[config.mk]
export PLATFORM = sky130hd
export DESIGN_NAME = sess_front
export DESIGN_NICKNAME = d
export VERILOG_FILES = /design/src/shared/sess_pkg.sv /design/src/sess_sync.sv /design/src/sess_front.sv
export SDC_FILE = /design/constraint.sdc
export NUM_CORES = 1
export LEC_CHECK = 0
export ABC_AREA = 1
export BUFFER_PORTS_ARGS = -buffer_cell sky130_fd_sc_hd__buf_2
export CORE_MARGIN = 2
export CORE_UTILIZATION = 45
export CTS_CLUSTER_SIZE = 24
export DETAILED_ROUTE_END_ITERATION = 12
export PLACE_DENSITY = 0.79
export SYNTH_ARGS = -nofsm -noshare
export SYNTH_HDL_FRONTEND = slang
export SYNTH_HIERARCHICAL = 1
export SYNTH_SLANG_ARGS = --single-unit
[constraint.sdc]
create_clock -name clk -period 1.9 [get_ports clk]
set_input_delay 0.38 -clock clk [delete_from_list [all_inputs] [get_ports clk]]
set_output_delay 0.38 -clock clk [all_outputs]
set_load 0.03 [all_outputs]
[src/shared/sess_pkg.sv]
// Constants for the serial edge select and status front end
package sess_pkg;

	// ****************************************
	// Sizes
	// ****************************************
	localparam int CH_NUM = 4;          // Number of playback channels
	localparam int CH_IDX_W = 2;        // Width of a channel index
	localparam int CMD_W = 8;           // Bits in one command byte
	localparam int BIT_CNT_W = 3;       // Width of the bit counter
	localparam int PIN_NUM = 4;         // Pins passed through the synchroniser

	// ****************************************
	// Positions inside the synchronised pin vector
	// ****************************************
	localparam int PIN_EDGE_SEL = 0;    // Edge select strap
	localparam int PIN_CS_N = 1;        // Chip select, active low
	localparam int PIN_SCK = 2;         // Host serial clock
	localparam int PIN_SDI = 3;         // Host serial data in

	// ****************************************
	// Reset values and codes
	// ****************************************
	localparam logic STATUS_RST = 1'b1;       // Status pin after reset
	localparam logic ERROR_RST = 1'b0;        // Error pin after reset
	localparam logic CMD_BUSY_N_RST = 1'b1;   // Command busy, idle after reset
	localparam logic SDO_IDLE = 1'b1;         // Serial out filler level
	localparam logic EDGE_SEL_RISE = 1'b0;    // Strap level: capture on rise
	localparam logic [BIT_CNT_W-1:0] LAST_BIT = 3'h7; // Last bit of a byte

	// ****************************************
	// Timing
	// ****************************************
	localparam int CLK_PERIOD_NS = 100; // Block clock period
	localparam int SCK_MIN_PERIOD_NS = 800; // Fastest safe serial clock
	localparam int SCK_MIN_CYCLES = SCK_MIN_PERIOD_NS / CLK_PERIOD_NS;

	// Which indication the status pin shows
	typedef enum logic {
		SESS_STAT_BUSY = 1'b0,
		SESS_STAT_READY = 1'b1
	} sess_stat_t;

endpackage : sess_pkg

[src/sess_sync.sv]
// Two flip-flop synchroniser for a group of pins
module sess_sync #(
	parameter int W = 4
) (
	// Clock
	input wire logic clk,
	// Asynchronous pins in, synchronised copies out
	input wire logic [W-1:0] d,
	output logic [W-1:0] q
);
	import sess_pkg::*;

	logic [W-1:0] meta_q; // First stage, read only by the second

	// ****************************************
	// Two stages per bit
	// ****************************************
	// No reset: pins must keep flowing while reset stands, so the
	// strap can be caught and chip select reads idle during reset
	always_ff @(posedge clk) begin
		meta_q <= d;
		q <= meta_q;
	end

endmodule : sess_sync

[src/sess_front.sv]
// Serial command front end with edge select, status and error pins
module sess_front (
	// Clock and reset
	input wire logic clk,
	input wire logic rst,
	// Host serial pins
	input wire logic serial_edge_select,
	input wire logic chip_select_n,
	input wire logic sck,
	input wire logic sdi,
	output logic sdo,
	output logic sdo_oe,
	output logic command_busy_n,
	// Status and error pins
	output logic status_pin,
	output logic error_pin,
	// Received command bytes toward the decoder
	output logic [sess_pkg::CMD_W-1:0] rx_data,
	output logic rx_valid,
	// Decoder and core side
	input wire logic core_busy,
	input wire logic status_output_command,
	input wire sess_pkg::sess_stat_t stat_sel,
	input wire logic [sess_pkg::CH_IDX_W-1:0] stat_chan,
	input wire logic error_event,
	input wire logic error_clear,
	input wire logic [sess_pkg::CH_NUM-1:0] channel_busy_n,
	input wire logic [sess_pkg::CH_NUM-1:0] channel_next_ready
);
	import sess_pkg::*;

	// ****************************************
	// Pin synchronisation and edge finding
	// ****************************************
	logic [PIN_NUM-1:0] pins_s;         // Synchronised pins
	logic sck_prev_q;                   // Serial clock one cycle back
	logic cs_n_prev_q;                  // Chip select one cycle back
	logic edge_sel_q;                   // Strap caught during reset

	sess_sync #(
		.W(PIN_NUM)
	) u_sync (
		.clk(clk),
		.d({sdi, sck, chip_select_n, serial_edge_select}),
		.q(pins_s)
	);

	wire cs_n_s = pins_s[PIN_CS_N];
	wire sck_s = pins_s[PIN_SCK];
	wire sdi_s = pins_s[PIN_SDI];
	wire sck_rise = sck_s & ~sck_prev_q;
	wire sck_fall = ~sck_s & sck_prev_q;
	wire cs_fall = cs_n_prev_q & ~cs_n_s;
	wire strap_rise = (edge_sel_q == EDGE_SEL_RISE);
	// Capture and output edges are always opposite ones
	wire cap_edge = ~cs_n_s & (strap_rise ? sck_rise : sck_fall);
	wire out_edge = ~cs_n_s & (strap_rise ? sck_fall : sck_rise);

	// Edge history; the strap is taken while reset stands and held after, so
	// a change of strap mid-frame cannot split a byte
	always_ff @(posedge clk) begin
		sck_prev_q <= sck_s;
		cs_n_prev_q <= rst ? 1'b1 : cs_n_s;
		if (rst) begin
			edge_sel_q <= pins_s[PIN_EDGE_SEL];
		end
	end

	// ****************************************
	// Command byte capture
	// ****************************************
	logic [CMD_W-1:0] shift_q;          // Bits gathered so far, first bit high
	logic [BIT_CNT_W-1:0] bit_cnt_q;    // Bits taken in this byte
	logic [CMD_W-1:0] rx_data_q;        // Last whole byte
	logic rx_valid_q;                   // One-cycle byte strobe

	wire [CMD_W-1:0] shift_d = {shift_q[CMD_W-2:0], sdi_s};
	wire byte_done = cap_edge & (bit_cnt_q == LAST_BIT);

	// Chip select high clears a partial byte and ignores the clock
	always_ff @(posedge clk) begin
		if (rst || cs_n_s) begin
			bit_cnt_q <= '0;
			shift_q <= '0;
		end else if (cap_edge) begin
			bit_cnt_q <= bit_cnt_q + 3'h1;
			shift_q <= shift_d;
		end
	end

	// Byte hand-off to the decoder
	always_ff @(posedge clk) begin
		if (rst) begin
			rx_data_q <= '0;
			rx_valid_q <= 1'b0;
		end else begin
			rx_valid_q <= byte_done;
			if (byte_done) begin
				rx_data_q <= shift_d;
			end
		end
	end

	assign rx_data = rx_data_q;
	assign rx_valid = rx_valid_q;

	// ****************************************
	// Command busy
	// ****************************************
	logic command_busy_n_q;             // Low from a byte until core idle

	// Goes low the cycle after a byte lands, so the host sees it
	// before the core has even begun
	always_ff @(posedge clk) begin
		if (rst) begin
			command_busy_n_q <= CMD_BUSY_N_RST;
		end else begin
			command_busy_n_q <= ~(byte_done | core_busy);
		end
	end

	assign command_busy_n = command_busy_n_q;

	// ****************************************
	// Status selection
	// ****************************************
	sess_stat_t stat_sel_q;             // Indication chosen by the command
	logic [CH_IDX_W-1:0] stat_chan_q;   // Channel shown on the status pin
	logic stat_on_q;                    // Status command seen since reset
	logic status_pin_q;                 // Status pin flop

	// Per-channel vector of the chosen indication
	wire [CH_NUM-1:0] stat_vec =
		(stat_sel_q == SESS_STAT_READY) ? channel_next_ready : channel_busy_n;
	wire stat_pick = stat_vec[stat_chan_q]; // Chosen channel's indication

	always_ff @(posedge clk) begin
		if (rst) begin
			stat_sel_q <= SESS_STAT_BUSY;
			stat_chan_q <= '0;
			stat_on_q <= 1'b0;
			status_pin_q <= STATUS_RST;
		end else begin
			if (status_output_command) begin
				stat_sel_q <= stat_sel;
				stat_chan_q <= stat_chan;
				stat_on_q <= 1'b1;
			end
			// Tracks the channel live once enabled
			status_pin_q <= stat_on_q ? stat_pick : STATUS_RST;
		end
	end

	assign status_pin = status_pin_q;

	// ****************************************
	// Serial status output
	// ****************************************
	logic [CH_NUM-1:0] tx_q;            // Snapshot rotating toward bit 0
	logic sdo_q;                        // Serial output flop

	// Snapshot at chip select fall so a frame shows one instant.
	// With falling-edge output the first bit is up before the first
	// clock; with rising-edge output it appears on the first rise.
	always_ff @(posedge clk) begin
		if (rst) begin
			tx_q <= '0;
			sdo_q <= SDO_IDLE;
		end else if (cs_fall) begin
			if (strap_rise) begin
				sdo_q <= stat_vec[0];
				tx_q <= {stat_vec[0], stat_vec[CH_NUM-1:1]};
			end else begin
				sdo_q <= SDO_IDLE;
				tx_q <= stat_vec;
			end
		end else if (out_edge) begin
			sdo_q <= tx_q[0];
			tx_q <= {tx_q[0], tx_q[CH_NUM-1:1]};
		end
	end

	assign sdo = sdo_q;
	assign sdo_oe = ~cs_n_s;

	// ****************************************
	// Error pin
	// ****************************************
	logic error_q;                      // Sticky error flag

	// A new error beats a clear in the same cycle
	always_ff @(posedge clk) begin
		if (rst) begin
			error_q <= ERROR_RST;
		end else if (error_event) begin
			error_q <= 1'b1;
		end else if (error_clear) begin
			error_q <= 1'b0;
		end
	end

	assign error_pin = error_q;
endmodule : sess_front

Word level (Yosys, flattened, before mapping)

Index checks and enable logic that the tools add are counted.

Register bits: 42
Output and inout port bits: 14
Input bits: 21
Logic and storage cells: 49

Multiplexer cells: 13
Reductions and logical operators: 4
Add/subtract/negate cells: 1
Bitwise logic cells: 12
Order comparisons: 1
Equality and inequality tests: 1

Operator list:

| kind                                                       | number |
|---|---|
| 2-to-1 mux 4 bit                                           | 4 |
| 2-to-1 mux 1 bit                                           | 8 |
| AND 1 bit                                                  | 6 |
| NOT 1 bit                                                  | 5 |
| nonzero test 2 bit                                         | 2 |
| adder 3 x 1 -> 3 bit, second input constant                | 1 |
| == test 3 bit, second input constant                       | 1 |
| less-than comparator 2 x 3 -> 1 bit, second input constant | 1 |
| binary-select mux 1 bit (select 2 bit)                     | 1 |
| OR reduction 2 bit                                         | 1 |
| logical OR 1 bit                                           | 1 |
| bitwise OR 1 bit                                           | 1 |

Longest topological paths before layout

Word-level depth: 7
Mapped depth: 9
Depth with buffers taken out: 8

By module

The synthesis kept the hierarchy.

Modules (own cells, without submodules):

| module     | area an instance (µm²) | times used | cells an instance | seq. area each (µm²) |
|---|---|---|---|---|
| sess_front | 1426.4                 | 1          | 193               | 690.7 |
| sess_sync  | 160.2                  | 1          | 8                 | 160.2 |

Worst setup path before layout

Ideal clock, no wire load.

Path type: reg-to-reg
Start: reg edge_sel_q
End: reg shift_q[6]
Arrival time: 1.142 ns
Clock period less this slack: 1.259 ns
Library setup time: 0.117 ns
Path slack: 0.641 ns
Cell stages (with the launch flop): 8
Required time: 1.783 ns
Buffers on the path: 1
Cell sequence: edfxtp_1 > buf_4 > o21ai_4 > inv_2 > nor2_4 > inv_2 > nor2_1 > nor2_1

Longest elaborated chain between the ends: 2

RTL lines:

| item                   | RTL line         | source |
|---|---|---|
| from (decl)            | sess_front.sv:38 | `logic edge_sel_q;` |
| from (signal assigned) | sess_front.sv:65 | `edge_sel_q <= pins_s[PIN_EDGE_SEL];` |
| 2-to-1 mux 1 bit       | sess_front.sv:56 | `wire cap_edge = ~cs_n_s & (strap_rise ? sck_rise : sck_fall);` |
| AND 1 bit              | sess_front.sv:56 |  |
| to (signal assigned)   | sess_front.sv:87 | `shift_q <= shift_d;` |
| to (decl)              | sess_front.sv:72 | `logic [CMD_W-1:0] shift_q;` |

Every way passes these cells.
A chain may end at the register's enable or synchronous reset.

Worst setup path in the final report

Start: reg edge_sel_q
End: reg command_busy_n_q, in the netlist command_busy_n

Longest elaborated chain between the ends: 5

RTL lines:

| item                 | RTL line          | source |
|---|---|---|
| 2-to-1 mux 1 bit     | sess_front.sv:56  |  |
| AND 1 bit            | sess_front.sv:56  |  |
| AND 1 bit            | sess_front.sv:78  | `wire byte_done = cap_edge & (bit_cnt_q == LAST_BIT);` |
| bitwise OR 1 bit     | sess_front.sv:118 | `command_busy_n_q <= ~(byte_done \| core_busy);` |
| NOT 1 bit            | sess_front.sv:118 |  |
| to (signal assigned) | sess_front.sv:118 |  |
| to (decl)            | sess_front.sv:110 | `logic command_busy_n_q;` |

Every way passes these cells.

==> results.sh <==
export IMPL_status="complete, no violations"
export IMPL_fin_tns_setup_ns=0
export IMPL_die_w_um=63.38
export IMPL_utilization_pct=55.06
export IMPL_clk_pin_slew_ns=0.13
export IMPL_synth_seq_area_share_pct=53.63
export IMPL_crit_path_end_kind="flop"
export IMPL_gp_congestion=0.8515
export IMPL_ys_ff_latch=42
export IMPL_power_density_mw_per_mm2=839.3
export IMPL_pin_count=35
export IMPL_syn_nets=224
export IMPL_power_switching_uw=426.1
export IMPL_post_cts_buffers=0
export IMPL_cts_buffer_depth=2
export IMPL_die_y_um=63.38
export IMPL_syn_to_final_growth_pct=16.72
export IMPL_drive_gt1_share_pct=21.25
export IMPL_io_buffers=34
export IMPL_vias=1347
export IMPL_wirelength_um=2845
export IMPL_htreeDepth=2
export IMPL_cp_data_arrival_time_ns=1.74
export IMPL_fin_hold_ws_ns=0.1145
export IMPL_leakagePower_uw=0.0009140
export IMPL_max_cap_violations=0
export IMPL_diodes=0
export IMPL_nFillCells=343
export IMPL_drt_iter0_markers=85
export IMPL_cts_hold_fix_buffers=0
export IMPL_layout_commonest_cell="nand2_1"
export IMPL_pwr_share_comb_pct=9.9
export IMPL_relSlewSlack_pct=68.19
export IMPL_synthCells=201
export IMPL_numCtsBuffers=5
export IMPL_wl_per_cell_um=9.948
export IMPL_grt_pass1_wl_um=4809
export IMPL_synth_cell_types=23
export IMPL_final_cells=286
export IMPL_clock_root_buffer="clkbuf_4"
export IMPL_ir_drop_v=0.0005974
export IMPL_timing_fmax_mhz=667.6
export IMPL_pwr_share_clk_pct=29.2
export IMPL_die_area_mm2=0.004016
export IMPL_cts_tree="built"
export IMPL_antenna_found_initial=0
export IMPL_start_util_pct=47.17
export IMPL_final_cell_mix="nand2_1 (48), dfxtp_1 (41), nor2_1 (34), buf_2 (34), inv_1 (19)"
export IMPL_place_area_mm2=0.001792
export IMPL_num_rows=21
export IMPL_dr_pass1_iters=4
export IMPL_viasPerCell=4.710
export IMPL_crit_required_ns=2.14
export IMPL_dp_cells=278
export IMPL_worst_pin_slew_ns=0.4766
export IMPL_nets=262
export IMPL_p_seq_share_pct=60.8
export IMPL_syn_area_mm2=0.001587
export IMPL_crit_type="reg -> reg"
export IMPL_slowest_delay_ns=0.57
export IMPL_layout_min_cycle_time_ns=1.498
export IMPL_finClkSkew_ns=0.01219
export IMPL_cp_max_fo=14
export IMPL_gr_usage_all_layers_pct=15.44
export IMPL_grt_overflow_total=0
export IMPL_syn_mean_instance_area_um2=7.893
export IMPL_ys_warn_count=6
export IMPL_cts_sinks=42
export IMPL_ctsResizeCount=0
export IMPL_drv_slew=0
export IMPL_grt_max_degree=18
export IMPL_switching_share_pct=27.42
export IMPL_fin_area_mm2=0.001852
export IMPL_fin_crit_sh_pct=78.84
export IMPL_crit_family="flip-flops"
export IMPL_worstPathCellList="o21ai_4 -> nand3_4 -> nor2_2 -> a21oi_1"
export IMPL_finalSetupViolations=0
export IMPL_finalHoldViolCount=0
export IMPL_grt_pass1_vias=1110
export IMPL_min_path_type="in -> reg"
export IMPL_drc=0
export IMPL_slowest_stage="edfxtp_1"
export IMPL_critPathBufInv=0
export IMPL_rsz0062_at_grt="no"
export IMPL_place_hpwl_um=2130
export IMPL_route_antenna_remaining_nets=0
export IMPL_cp_start_kind="flop"
export IMPL_intPower_uw=1128
export IMPL_coreArea_mm2=0.003363
export IMPL_clk_insertion_delay_late_ns=0.36
through the flow:
step                      setup WS (ns)  power (uW)
after floorplan                  0.6412        1068
after global placement           0.4899        1116
after detailed placement         0.4209        1120
after CTS                        0.4071        1570
after global routing             0.2396        1640
final                            0.4021        1554
final cells by class:
class	instances	area (um^2)	share of cell area, %
Multi-Input combinational cell	133	626.9	33.85
Sequential cell	42	850.8	45.95
Timing Repair Buffer	34	170.2	9.189
Clock inverter	3	22.52	1.216
Clock buffer	5	37.54	2.027
Tap cell	46	57.56	3.108
Inverter	23	86.33	4.662
cell usage after synthesis, drive strengths merged:
cell    instances  share of area [%]
buf             2                1.2
ha              2                1.6
o21a            1               0.47
o21ai          18                6.4
o21bai          1               0.47
nand4           1               0.39
nand3          11                4.6
nand2          48                 11
edfxtp          1                1.9
inv            23                5.4
o211ai          2               0.95
and2            1               0.39
clkbuf          1               0.24
dfxtp          41                 52
nor2           36                9.1
a21oi          12                3.8
sequential cells by signal, summed over array words and instances (netlist names):
name,count
rx_data,8
shift_q,7
tx_q,4
u_sync/meta_q,4
u_sync/q,4
bit_cnt_q,3
stat_chan_q,2
command_busy_n,1
cs_n_prev_q,1
edge_sel_q,1
error_pin,1
rx_valid,1
sck_prev_q,1
sdo,1
stat_on_q,1
stat_sel_q,1
status_pin,1
per-layer routing:
metal  GRT usage (%)  vias to the layer above  routed length (um)  share of wire [%]
li1                -                      715                   -                  -
met1           19.95                      586                1399                 49
met2           23.03                       40                1236                 43
met3           5.357                        6                 166                5.8
met4           7.337                        0                  42                1.5
met5               0                        -                   0                  0
path summary, 6_finish.rpt:
check              startpoint  cells past startpoint  slack, ns                to
min                       sdi                      1       0.11  u_sync/meta_q[3]
max reg2reg        edge_sel_q                      4       0.40    command_busy_n
max                edge_sel_q                      4       0.40    command_busy_n
min reg2reg  u_sync/meta_q[3]                      0       0.34       u_sync/q[3]
power groups by stage:
stage               Combinational [uW]  Clock [uW]  Sequential, uW
finish                             154         454             945
global placement                   152           0             964
global route                       177         511             951
CTS                                155         469             946
floorplan                          100           0             968
detailed placement                 154           0             965
cell families (layout without fill, tap and decap cells):
family,Yosys count,after routing,synth area share [%]
adder cells (fa/ha/maj),2,2,1.577
flip-flops,42,42,53.63
AO/OA/AOI/OAI,34,34,12.07
AND/OR/NAND/NOR,97,97,25.87
buffers and inverters,26,65,6.861
Power figures use the tool's default switching activity.
